--- src/rtl/option_pkg.sv ---
package option_pkg;
  // Register indices; no offsets are printed, so these are chosen
  localparam logic [3:0] ADDR_OPTION_A = 4'h0;
  localparam logic [3:0] ADDR_OPTION_B = 4'h1;
  // Field positions, option register a
  localparam int BIT_LOWVOLT_STOP_ENABLE = 0;
  localparam int BIT_ROM_PROTECT = 1;
  localparam int BIT_LOWVOLT_RESET_DISABLE = 2;
  localparam int BIT_LOWVOLT_POWER_DISABLE = 3;
  localparam int BIT_SHORT_RECOVERY = 4;
  localparam int BIT_WATCHDOG_RATE_SELECT = 5;
  localparam int BIT_STOP_ENABLE = 6;
  localparam int BIT_WATCHDOG_DISABLE = 7;
  // Field positions, option register b
  localparam int BIT_EEPROM_PROTECT = 0;
  // RULE12 - hardwired part values
  localparam logic [7:0] OPTION_A_VALUE = 8'h61;
  localparam logic [7:0] OPTION_B_VALUE = 8'h01;
  // Timing counts in crystal clock cycles
  localparam int RECOVERY_SHORT_CYCLES = 32;
  localparam int RECOVERY_LONG_CYCLES = 4096;
  localparam int WATCHDOG_LONG_CYCLES = (1 << 18) - (1 << 4);
  localparam int WATCHDOG_SHORT_CYCLES = (1 << 13) - (1 << 4);
  // Protected eeprom window
  localparam logic [11:0] EEPROM_PROT_LO = 12'h8f0;
  localparam logic [11:0] EEPROM_PROT_HI = 12'h8ff;
  localparam int CNT_W = 18;
endpackage : option_pkg

--- src/rtl/option_if.sv ---
`timescale 1ns/100ps
interface option_if;
  logic [7:0] opt_a;
  logic [7:0] opt_b;
  modport src (output opt_a, output opt_b);
  modport dst (input opt_a, input opt_b);
endinterface : option_if

--- src/rtl/hardwired_option_registers.sv ---
// The implementer's own choices: the placing of the registers and the address-and-strobe port.
`timescale 1ns/100ps
// Function
// RULE1 - Option bits hardwired, not software alterable
// RULE2 - Stop-enable bit keeps detector alive in stop
// RULE3 - Rom protect blocks rom access
// RULE4 - Reset-disable bit gates detector reset
// RULE5 - Power-disable bit removes detector power
// RULE6 - Recovery delay 32 or 4096 cycles
// RULE7 - Use long recovery with external crystal
// RULE8 - Watchdog timeout long or short
// RULE9 - Stop illegal when stop disabled
// RULE10 - Watchdog-disable bit turns watchdog off
// RULE11 - Eeprom protect refuses writes to window
// RULE12 - Part values fixed as documented
// RULE13 - Reads return options, writes ignored
module hardwired_option_registers
  import option_pkg::*;
#(
  parameter int RECOVERY_LONG = RECOVERY_LONG_CYCLES,
  parameter int WATCHDOG_LONG = WATCHDOG_LONG_CYCLES,
  parameter int WATCHDOG_SHORT = WATCHDOG_SHORT_CYCLES
)
(
  input wire logic clk,
  input wire logic reset,
  input wire logic clk_en,
  input wire logic [3:0] addr,
  input wire logic [7:0] wdata,
  input wire logic wr,
  input wire logic rd,
  output logic [7:0] rdata,
  input wire logic in_stop_mode,
  input wire logic lowvolt_reset_in,
  output logic lowvolt_detector_enable,
  output logic lowvolt_power_enable,
  output logic lowvolt_reset_out,
  input wire logic rom_access_req,
  output logic rom_access_grant,
  input wire logic stop_opcode,
  output logic stop_execute,
  output logic stop_illegal,
  input wire logic stop_wake,
  output logic cpu_resume,
  output logic recovering,
  output logic watchdog_enable,
  input wire logic watchdog_clear,
  output logic watchdog_reset,
  input wire logic ee_write_req,
  input wire logic [11:0] ee_addr,
  input wire logic ee_config_sel,
  output logic ee_write_grant,
  output logic ee_write_refused
);
  option_if opts ();
  option_source u_src (
    .opts(opts.src)
  );

  wire logic [7:0] oa = opts.opt_a;
  wire logic [7:0] ob = opts.opt_b;
  wire logic lv_stop = oa[BIT_LOWVOLT_STOP_ENABLE];
  wire logic rom_prot = oa[BIT_ROM_PROTECT];
  wire logic lv_rst_dis = oa[BIT_LOWVOLT_RESET_DISABLE];
  wire logic lv_pwr_dis = oa[BIT_LOWVOLT_POWER_DISABLE];
  wire logic short_rec = oa[BIT_SHORT_RECOVERY];
  wire logic wd_rate = oa[BIT_WATCHDOG_RATE_SELECT];
  wire logic stop_en = oa[BIT_STOP_ENABLE];
  wire logic wd_dis = oa[BIT_WATCHDOG_DISABLE];
  wire logic ee_prot = ob[BIT_EEPROM_PROTECT];

  // Register read; writes have no target at all
  // RULE13 - read hardwired values
  wire logic sel_a = (addr == ADDR_OPTION_A);
  wire logic sel_b = (addr == ADDR_OPTION_B);
  wire logic [7:0] rd_mux = sel_a ? oa : (sel_b ? ob : 8'h00);
  logic [7:0] rdata_r;
  always_ff @(posedge clk)
  begin
    if (reset)
      rdata_r <= 8'h00;
    else if (clk_en)
      rdata_r <= rd ? rd_mux : 8'h00;
  end
  assign rdata = rdata_r;

  // Pin inputs synchronised
  logic [1:0] s_stop, s_lvr, s_wake;
  always_ff @(posedge clk)
  begin
    if (reset)
    begin
      s_stop <= 2'b00;
      s_lvr <= 2'b00;
      s_wake <= 2'b00;
    end
    else if (clk_en)
    begin
      s_stop <= {s_stop[0], in_stop_mode};
      s_lvr <= {s_lvr[0], lowvolt_reset_in};
      s_wake <= {s_wake[0], stop_wake};
    end
  end
  wire logic stop_s = s_stop[1];
  wire logic lvr_s = s_lvr[1];
  wire logic wake_s = s_wake[1];

  // RULE5 - detector power
  assign lowvolt_power_enable = ~lv_pwr_dis;
  // RULE2 - detector in stop
  assign lowvolt_detector_enable = ~lv_pwr_dis & (~stop_s | lv_stop);
  // RULE4 - reset pass gate
  assign lowvolt_reset_out = lvr_s & ~lv_rst_dis & lowvolt_detector_enable;
  // RULE3 - rom block
  assign rom_access_grant = rom_access_req & ~rom_prot;
  // RULE9 - stop legality
  assign stop_execute = stop_opcode & stop_en;
  assign stop_illegal = stop_opcode & ~stop_en;

  // RULE11 - eeprom window check
  wire logic in_win = (ee_addr >= EEPROM_PROT_LO) &&
                      (ee_addr <= EEPROM_PROT_HI);
  wire logic ee_block = ee_prot & (in_win | ee_config_sel);
  assign ee_write_grant = ee_write_req & ~ee_block;
  assign ee_write_refused = ee_write_req & ee_block;

  // Stop recovery counter
  typedef enum {ST_RUN, ST_WAIT, ST_RECOVER} rec_e;
  rec_e st_r, st_nxt;
  logic [CNT_W-1:0] rcnt_r, rcnt_nxt;
  logic resume_r, resume_nxt;
  // RULE6 - recovery length select
  wire logic [CNT_W-1:0] rec_len = short_rec ?
    CNT_W'(RECOVERY_SHORT_CYCLES - 1) : CNT_W'(RECOVERY_LONG - 1);
  always_comb
  begin
    st_nxt = st_r;
    rcnt_nxt = rcnt_r;
    resume_nxt = 1'b0;
    unique case (st_r)
      ST_RUN:
        if (stop_s)
          st_nxt = ST_WAIT;
      ST_WAIT:
        if (wake_s)
        begin
          st_nxt = ST_RECOVER;
          rcnt_nxt = rec_len;
        end
      ST_RECOVER:
        if (rcnt_r == '0)
        begin
          st_nxt = ST_RUN;
          resume_nxt = 1'b1;
        end
        else
          rcnt_nxt = rcnt_r - 1'b1;
    endcase
  end
  always_ff @(posedge clk)
  begin
    if (reset)
    begin
      st_r <= ST_RUN;
      rcnt_r <= '0;
      resume_r <= 1'b0;
    end
    else if (clk_en)
    begin
      st_r <= st_nxt;
      rcnt_r <= rcnt_nxt;
      resume_r <= resume_nxt;
    end
  end
  assign cpu_resume = resume_r;
  assign recovering = (st_r == ST_RECOVER);

  // Watchdog; frozen while stopped so stop cannot trip it
  // RULE10 - watchdog enable
  assign watchdog_enable = ~wd_dis;
  // RULE8 - timeout select
  wire logic [CNT_W-1:0] wd_len = wd_rate ?
    CNT_W'(WATCHDOG_LONG - 1) : CNT_W'(WATCHDOG_SHORT - 1);
  logic [CNT_W-1:0] wcnt_r;
  logic wrst_r;
  wire logic wd_run = watchdog_enable & (st_r == ST_RUN);
  wire logic wd_hit = wd_run & (wcnt_r >= wd_len);
  always_ff @(posedge clk)
  begin
    if (reset)
    begin
      wcnt_r <= '0;
      wrst_r <= 1'b0;
    end
    else if (clk_en)
    begin
      wrst_r <= wd_hit & ~watchdog_clear;
      if (watchdog_clear | wd_hit | ~watchdog_enable)
        wcnt_r <= '0;
      else if (wd_run)
        wcnt_r <= wcnt_r + 1'b1;
    end
  end
  assign watchdog_reset = wrst_r;

  wire logic unused_ok = &{1'b0, wdata, wr};
endmodule : hardwired_option_registers

--- src/rtl/option_source.sv ---
`timescale 1ns/100ps
module option_source
  import option_pkg::*;
#(
  parameter logic [7:0] A_VALUE = OPTION_A_VALUE,
  parameter logic [7:0] B_VALUE = OPTION_B_VALUE
)
(
  option_if.src opts
);
  // RULE1 - fixed wired constants
  assign opts.opt_a = A_VALUE;
  assign opts.opt_b = B_VALUE;
endmodule : option_source

--- config.mk ---
export PLATFORM = sky130hd
export DESIGN_NAME = hardwired_option_registers
export DESIGN_NICKNAME = d
export VERILOG_FILES = /design/src/rtl/option_pkg.sv /design/src/rtl/option_if.sv /design/src/rtl/hardwired_option_registers.sv /design/src/rtl/option_source.sv
export SDC_FILE = /design/constraint.sdc
export NUM_CORES = 1
export LEC_CHECK = 0
export BUFFER_PORTS_ARGS = -buffer_cell sky130_fd_sc_hd__buf_2
export CORE_UTILIZATION = 47
export CTS_CLUSTER_SIZE = 20
export DETAILED_ROUTE_END_ITERATION = 12
export GPL_TIMING_DRIVEN = 0
export PLACE_DENSITY = 0.71
export SYNTH_ARGS = -nofsm -noshare
export SYNTH_HDL_FRONTEND = slang
export SYNTH_SLANG_ARGS = --single-unit
--- constraint.sdc ---
create_clock -name clk -period 3.2 [get_ports clk]
set_input_delay 0.64 -clock clk [delete_from_list [all_inputs] [get_ports clk]]
set_output_delay 0.64 -clock clk [all_outputs]
set_load 0.01 [all_outputs]
==> results.rst, run 1 <==
.. list-table::
   :header-rows: 1

   * - Metric
     - Value
   * - Worst setup skew after layout
     - 5.47 ps
   * - WS Path Type
     - flip-flop to flip-flop
   * - Pre-CTS worst setup slack
     - 906 ps
   * - Crit path DAT
     - 2420 ps
   * - Post-route setup TNS
     - 0 ps
   * - Number of placement rows
     - 25
   * - Clock transition time at the flip-flop clock pins of the worst setup and hold paths
     - 90 ps
   * - Peak clock frequency supported by timing
     - 449 MHz
   * - Cell variety after synth
     - 49
   * - Delay-heaviest family, CP
     - compound AO/OA/AOI/OAI gates
   * - Sequential-to-total area share from yosys stat
     - 0.393
   * - Source of the worst hold timing path
     - rdata[0]
   * - Clock tree from TritonCTS
     - done
   * - MaxCap Viol Count
     - 0
   * - Final-report setup violation count
     - 0
   * - Count leader, synth
     - dfxtp_1
   * - Worst r2r src
     - st_r[0]
   * - Part of the cycle the worst path needs
     - 0.696
   * - Worst rel slew slack
     - 0.615
   * - Worst IR drop on VDD
     - 0.322 mV
   * - Share of final-layout standard cells stronger than drive strength 1
     - 0.205
   * - Largest driver fanout on the critical path
     - 10
   * - Total length of routed met2 wires
     - 2210 um
   * - Reg2Reg Depth
     - 9
   * - Startpoint type of the worst setup path
     - flip-flop
   * - Reg2reg setup slack
     - 970 ps
   * - CP bufs+invs
     - 3
   * - Detailed-route via count
     - 2,122
   * - Placeable core region
     - 0.00488 mm^2
   * - Final routed wire length divided by cell count
     - 12.4 um
   * - Unrepaired setup endpoints after global routing
     - no
   * - Antenna violations before repair
     - 0
   * - Setup fix buffers added after clock tree synthesis
     - 0
   * - Met1 wire length
     - 2440 um
   * - Via count of the first global-routing pass
     - 1,904
   * - First-pass GRT wire length
     - 8220 um
   * - Remaining antenna violation count
     - 0
   * - Slew at the pin closest to its max-slew limit
     - 578 ps
   * - Endpoint of the worst register-to-register path
     - rcnt_r[8]
   * - Number of iterations in the first detailed-routing pass
     - 4
   * - Total routed wirelength
     - 4930 um
   * - Final max-slew violation count
     - 0
   * - DRT iter0 DRCs
     - 97
   * - Source-to-sink clock delay at the later pin of the worst-skew pair
     - 300 ps
   * - Number of inserted filler cells in the final layout
     - 456
   * - Timing endpoint of the critical path
     - rcnt_r[8]
   * - Highest metal layer used by the detailed router
     - met4
   * - Final Hold Violating Endpoints
     - 0
   * - Port-buffer cells
     - 30
   * - Worst hold margin
     - 457 ps
   * - Most used flip-flop cell after synthesis
     - dfxtp_1
   * - Number of cells on the critical path
     - 9
   * - Largest stage delay on the critical path
     - 380 ps
   * - Number of enable-type register cells in the synthesized netlist
     - 0
   * - Kind of end point of the critical path
     - flip-flop
   * - Post-synth ARST share
     - 0
   * - Clock sink count
     - 48
   * - Net count reported at finish
     - 373
   * - Crit-path cells
     - inv_1, ha_1, buf_2, nor4b_1, nand3_1, o21ai_1, buf_6, a21oi_1, o221a_2
   * - Die footprint
     - 0.00550 mm^2
   * - Cell count after placement
     - 391
   * - Cell area after synthesis
     - 0.00245 mm^2
   * - HP Class
     - flip-flop to flip-flop
   * - Outcome
     - finished clean
   * - Synth warn
     - 0
   * - Minimum period implied by the final worst setup slack
     - 2230 ps
   * - Clock buffers created by TritonCTS
     - 5
   * - Diodes inserted
     - 0
   * - Total power
     - 1.13 mW
   * - Critical Path Source
     - st_r[0]
   * - Library cell occupying the most area in the post-synthesis netlist
     - dfxtp_1
   * - Dominant cells by area after synthesis
     - dfxtp_1, nor2_1, xnor2_1, a21oi_1, buf_4
   * - Post-synthesis cell count
     - 287
   * - List of most frequent post-synthesis cells
     - dfxtp_1, nor2_1, a21oi_1, nand2_1, xnor2_1
   * - Final Wtd Congestion
     - 0.795
   * - Number of non-filler instances in the completed layout
     - 399
   * - Post-cts hold buffer count
     - 0
   * - Total met3 wirelength after detailed routing
     - 230 um
   * - Via-per-instance ratio
     - 5.32
   * - Maximum number of pins on one net before global-route repair
     - 15
   * - GRT Residual Overflow
     - 0
   * - Starting Density
     - 0.501
   * - Mean Syn Cell Area
     - 8.52 um^2
   * - Final HPWL DP
     - 3630 um
   * - Power density normalized to cell area
     - 403 mW/mm^2
   * - Number of register bits inferred by synthesis
     - 48
   * - Clock Root Buffer
     - clkbuf_8
   * - Leak pwr
     - 1.10 nW
   * - Area delta synth->final
     - 15.0%
   * - PostCTS Resize Cnt
     - 0
   * - Clock tree buffer depth
     - 2
   * - Synth top area share
     - 0.393
   * - CP Data Required Time
     - 3400 ps
   * - Number of levels the H-tree was split into
     - 2
   * - Die extent in x
     - 74.1 um
   * - Slowest CP cell
     - o21ai_1
   * - Number of DRC violations after detailed routing
     - 0
   * - Die Y
     - 74.1 um
   * - Final worst-path setup slack
     - 974 ps
   * - Count of pins on the block boundary
     - 57
   * - GRT Resource Usage Total
     - 0.191
-- power breakdown --
part	leakage, nW	internal [mW]	total, mW	switching, mW
clock network	0.0552	0.232	0.432	0.200
registers	0.388	0.604	0.609	0.00496
logic	0.656	0.0408	0.0935	0.0527
-- worst reg2reg max path: cells and delay by family (launching register included) --
family                   cells  cell delay, ps
AO/OA/AOI/OAI                3             670
adder cells (fa/ha/maj)      1             170
buffers and inverters        3             510
flip-flops                   1             320
AND/OR/NAND/NOR              2             450
-- layout by cell type, fill, tap and decap left out, types with 2 or more instances in the layout --
cell type,n
ha_1,5
clkbuf_1,5
or4_2,2
buf_2,33
a21oi_1,18
xor2_1,6
clkbuf_8,5
nand2b_1,3
nor4_1,2
a211oi_1,4
buf_4,12
dfxtp_1,48
a21o_1,2
nor3_1,8
o21ai_1,2
or3_1,6
conb_1,9
nor4b_1,3
mux2i_1,8
inv_1,9
and2_1,2
or4_1,4
o21ai_0,3
nor4_2,2
nor2_1,41
a31oi_1,7
and4_1,3
nand4_1,6
mux2_2,2
xnor2_1,14
or2_2,2
nand2_1,18
and3_1,3
nand3_1,12
o31ai_1,6
-- through the flow --
stage / cell area (um^2) / util
finish: 2810 / 0.577
global route: 2810 / 0.577
CTS: 2810 / 0.577
detailed placement: 2710 / 0.555
global placement: 2710 / 0.555
floorplan: 2470 / -
-- metal layers --
metal	global-route usage	vias to the layer above
li1	-	1091
met1	0.244	971
met2	0.321	55
met3	0.0352	5
met4	0.0705	0
met5	0	-
-- state kept, by name (all words and copies together), names as in the netlist --
name and flops:
s_wake 2, st_r 2, watchdog_reset 1, wcnt_r 18, s_stop 2, rdata 2, rcnt_r 18, s_lvr 2
cpu_resume 1
-- cell type report --
cell class	instances	area, um^2	share of cell area
Inverter	9	33.8	0.0120
Tap cell	67	83.8	0.0298
Timing Repair Buffer	30	150	0.0534
Multi-Input combinational cell	215	1340	0.475
Clock inverter	2	35.0	0.0124
Buffer	22	140	0.0498
Sequential cell	48	961	0.341
Clock buffer	6	72.6	0.0258
-- worst min path at each step --
| stage | end | depth (start not counted) |
|---|---|---|
| 3_3_place_gp | rdata[0] | 2 |
| 5_1_grt | watchdog_reset | 2 |
| 2_1_floorplan | wcnt_r[17] | 2 |
| 4_1_cts | rdata[0] | 2 |
| 3_5_place_dp | rdata[0] | 2 |
| 6_report | rdata[0] | 2 |
-- logic make-up after synthesis --
kind of cell / synth area share
other: 0.00307
AND/OR/NAND/NOR: 0.275
multiplexers: 0.0419
flip-flops: 0.393
buffers and inverters: 0.0711
AO/OA/AOI/OAI: 0.119
XOR/XNOR: 0.0716
adder cells (fa/ha/maj): 0.0256
(Power assumes the default switching activity.)
==> run 2: changes to the inputs <==
Clock period 3.2 ns to 2.32 ns, I/O delays scaled along.
==> run 2 against run 1 <==
Final area increased by 0.13%. Die area is the same. Sequential power rose by 38%. Wire length is 0.18% higher. Final cell count stayed put. Setup slack got worse by 810 ps. Fmax up 3.4%. Critical endpoint is now st_r[0]. Global-route usage stayed put. First-iteration DRC count rose by 13%. Sequential cell count stayed put. Largest power group unchanged.
==> results.rst, run 2 (synthesis results as in run 1) <==
.. list-table::
   :header-rows: 1

   * - Metric
     - Value
   * - Kind of end point of the critical path
     - flip-flop (unchanged)
   * - Final Hold Violating Endpoints
     - 0 (unchanged)
   * - Pre-CTS worst setup slack
     - 124 ps (was 906 ps)
   * - Largest stage delay on the critical path
     - 600 ps (was 380 ps)
   * - Worst IR drop on VDD
     - 0.445 mV (was 0.322 mV)
   * - WS Path Type
     - flip-flop to flip-flop (unchanged)
   * - Clock sink count
     - 48 (unchanged)
   * - Number of iterations in the first detailed-routing pass
     - 4 (unchanged)
   * - Reg2reg setup slack
     - 170 ps (was 970 ps)
   * - Startpoint type of the worst setup path
     - flip-flop (unchanged)
   * - Clock buffers created by TritonCTS
     - 5 (unchanged)
   * - GRT Resource Usage Total
     - 0.191 (unchanged)
   * - Number of non-filler instances in the completed layout
     - 399 (unchanged)
   * - Final worst-path setup slack
     - 167 ps (was 974 ps)
   * - Clock tree from TritonCTS
     - done (unchanged)
   * - Placeable core region
     - 0.00488 mm^2 (unchanged)
   * - Detailed-route via count
     - 2,128 (was 2,122)
   * - Part of the cycle the worst path needs
     - 0.928 (was 0.696)
   * - Clock power share
     - 0.381 (about the same)
   * - CP Data Required Time
     - 2510 ps (was 3400 ps)
   * - Slew at the pin closest to its max-slew limit
     - 578 ps (about the same)
   * - Antenna violations before repair
     - 0 (unchanged)
   * - Number of placement rows
     - 25 (unchanged)
   * - Endpoint of the worst register-to-register path
     - st_r[0] (was rcnt_r[8])
   * - Post-route setup TNS
     - 0 ps (unchanged)
   * - Minimum period implied by the final worst setup slack
     - 2150 ps (was 2230 ps)
   * - Number of levels the H-tree was split into
     - 2 (unchanged)
   * - HP Class
     - input pin to flip-flop (was flip-flop to flip-flop)
   * - Slowest CP cell
     - or4_4 (was o21ai_1)
   * - Final HPWL DP
     - 3630 um (unchanged)
   * - Count of pins on the block boundary
     - 57 (unchanged)
   * - Leak pwr
     - 1.10 nW (about the same)
   * - Worst setup skew after layout
     - 5.44 ps (was 5.47 ps)
   * - Worst rel slew slack
     - 0.615 (about the same)
   * - Total routed wirelength
     - 4940 um (was 4930 um)
   * - MaxCap Viol Count
     - 0 (unchanged)
   * - Die footprint
     - 0.00550 mm^2 (unchanged)
   * - Source of the worst hold timing path
     - stop_wake (was rdata[0])
   * - Design internal power
     - 1.21 mW (was 0.877 mW)
   * - Worst r2r src
     - rcnt_r[8] (was st_r[0])
   * - GRT Residual Overflow
     - 0 (unchanged)
   * - Largest registers in the final layout
     - rcnt_r x18, wcnt_r x18 (unchanged)
   * - Final max-slew violation count
     - 0 (unchanged)
   * - Final-report setup violation count
     - 0 (unchanged)
   * - Global-route track usage on met2
     - 0.321 (unchanged)
   * - Outcome
     - finished clean (unchanged)
   * - Clock transition time at the flip-flop clock pins of the worst setup and hold paths
     - 90 ps (about the same)
   * - Largest driver fanout on the critical path
     - 8 (was 10)
   * - Via-per-instance ratio
     - 5.33 (was 5.32)
   * - Die Y
     - 74.1 um (unchanged)
   * - Starting Density
     - 0.501 (unchanged)
   * - Remaining antenna violation count
     - 0 (unchanged)
   * - First-pass GRT wire length
     - 8220 um (unchanged)
   * - Peak clock frequency supported by timing
     - 464 MHz (was 449 MHz)
   * - Post-route standard cell area excluding fillers
     - 0.00282 mm^2 (was 0.00281 mm^2)
   * - Commonest non-fill, non-tap cell in the layout
     - dfxtp_1 (unchanged)
   * - Commonest cells after routing, fill and taps aside
     - dfxtp_1, nor2_1, buf_2 (unchanged)
   * - Diodes inserted
     - 0 (unchanged)
   * - Port-buffer cells
     - 30 (unchanged)
   * - Die extent in x
     - 74.1 um (unchanged)
   * - Net count reported at finish
     - 373 (unchanged)
   * - Switching share of power
     - 0.228 (was 0.227)
   * - Clock Root Buffer
     - clkbuf_8 (unchanged)
   * - Crit-path cells
     - or4_4, nor3b_4, nand2_1, a21oi_1, mux2_2 (was inv_1, ha_1, buf_2, nor4b_1, nand3_1, o21ai_1, buf_6, a21oi_1, o221a_2)
   * - Unrepaired setup endpoints after global routing
     - no (unchanged)
   * - Crit path DAT
     - 2340 ps (was 2420 ps)
   * - Final Wtd Congestion
     - 0.795 (unchanged)
   * - Global routing usage on met1
     - 0.244 (unchanged)
   * - Source-to-sink clock delay at the later pin of the worst-skew pair
     - 300 ps (about the same)
   * - Number of DRC violations after detailed routing
     - 0 (unchanged)
   * - GR Util met3
     - 0.0352 (unchanged)
   * - Most Crowded Layer GR
     - met2 (unchanged)
   * - Net Sw Power
     - 0.356 mW (was 0.258 mW)
   * - Reg2Reg Depth
     - 5 (was 9)
   * - Final routed wire length divided by cell count
     - 12.4 um (about the same)
   * - Cell count after placement
     - 391 (unchanged)
   * - Via count of the first global-routing pass
     - 1,904 (unchanged)
   * - Cell area reported after detailed placement
     - 0.00271 mm^2 (unchanged)
   * - Power density normalized to cell area
     - 556 mW/mm^2 (was 403 mW/mm^2)
   * - DRT iter0 DRCs
     - 110 (was 97)
   * - Maximum number of pins on one net before global-route repair
     - 15 (unchanged)
   * - Critical Path Source
     - rcnt_r[8] (was st_r[0])
   * - Clock tree buffer depth
     - 2 (unchanged)
   * - Share of final-layout standard cells stronger than drive strength 1
     - 0.208 (was 0.205)
   * - Timing endpoint of the critical path
     - st_r[0] (was rcnt_r[8])
   * - Setup fix buffers added after clock tree synthesis
     - 0 (unchanged)
   * - Comb pwr share
     - 0.083 (was 0.082)
   * - Sequential Power Share
     - 0.536 (was 0.537)
   * - Area delta synth->final
     - 15.2% (was 15.0%)
-- run 2: cell count changes in the layout (fill, tap and decap cells not counted) --
| cell | before | now |
|---|---|---|
| o21ai_2 | 0 | 1 |
| o21ai_1 | 2 | 1 |
-- run 2: worst min path at each step --
stage                       to  slack [ps]  depth (start not counted)
global placement      rdata[0]         450                          2
detailed placement    rdata[0]         450                          2
floorplan           wcnt_r[17]         430                          2
CTS                  s_stop[0]         400                          3
global route         s_wake[0]         450                          3
finish               s_wake[0]         410                          3
-- run 2: cell type report --
class,count,area (um^2)
Fill cell,454,2060
Tap cell,67,83.8
Sequential cell,48,961
Inverter,9,33.8
Clock buffer,6,72.6
Multi-Input combinational cell,215,1340
Buffer,22,140
Clock inverter,2,35.0
Timing Repair Buffer,30,150
-- run 2: per-stage QoR --
step	total power [mW]	util	hold slack (ps)
6_report	1.57	0.577	408
3_3_place_gp	0.985	0.555	445
3_5_place_dp	0.987	0.555	449
2_1_floorplan	0.947	-	429
5_1_grt	1.62	0.577	446
4_1_cts	1.58	0.577	399
-- run 2: timing repair --
action,4_1_cts,5_1_grt
resized for setup,0,1
hold endpoints to repair,0,0
hold buffers,0,0
setup endpoints to repair,0,4
-- run 2: metal layers --
layer | vias up | wire length, um
met2 | 54 | 2230
met5 | - | 0
li1 | 1090 | -
met1 | 979 | 2470
met3 | 5 | 195
met4 | 0 | 49
-- run 2: critical path: cells and delay by family (launching register included) --
kind,cells,cell delay [ps]
simple gates,3,1000
flops,1,380
mux,1,370
compound gates,1,290
-- run 2: power groups by stage --
stage	Sequential [mW]	Clock [mW]	Combinational (mW)
4_1_cts	0.840	0.610	0.128
3_5_place_dp	0.859	0	0.128
5_1_grt	0.842	0.637	0.144
3_3_place_gp	0.859	0	0.126
6_report	0.840	0.597	0.129
2_1_floorplan	0.858	0	0.0889
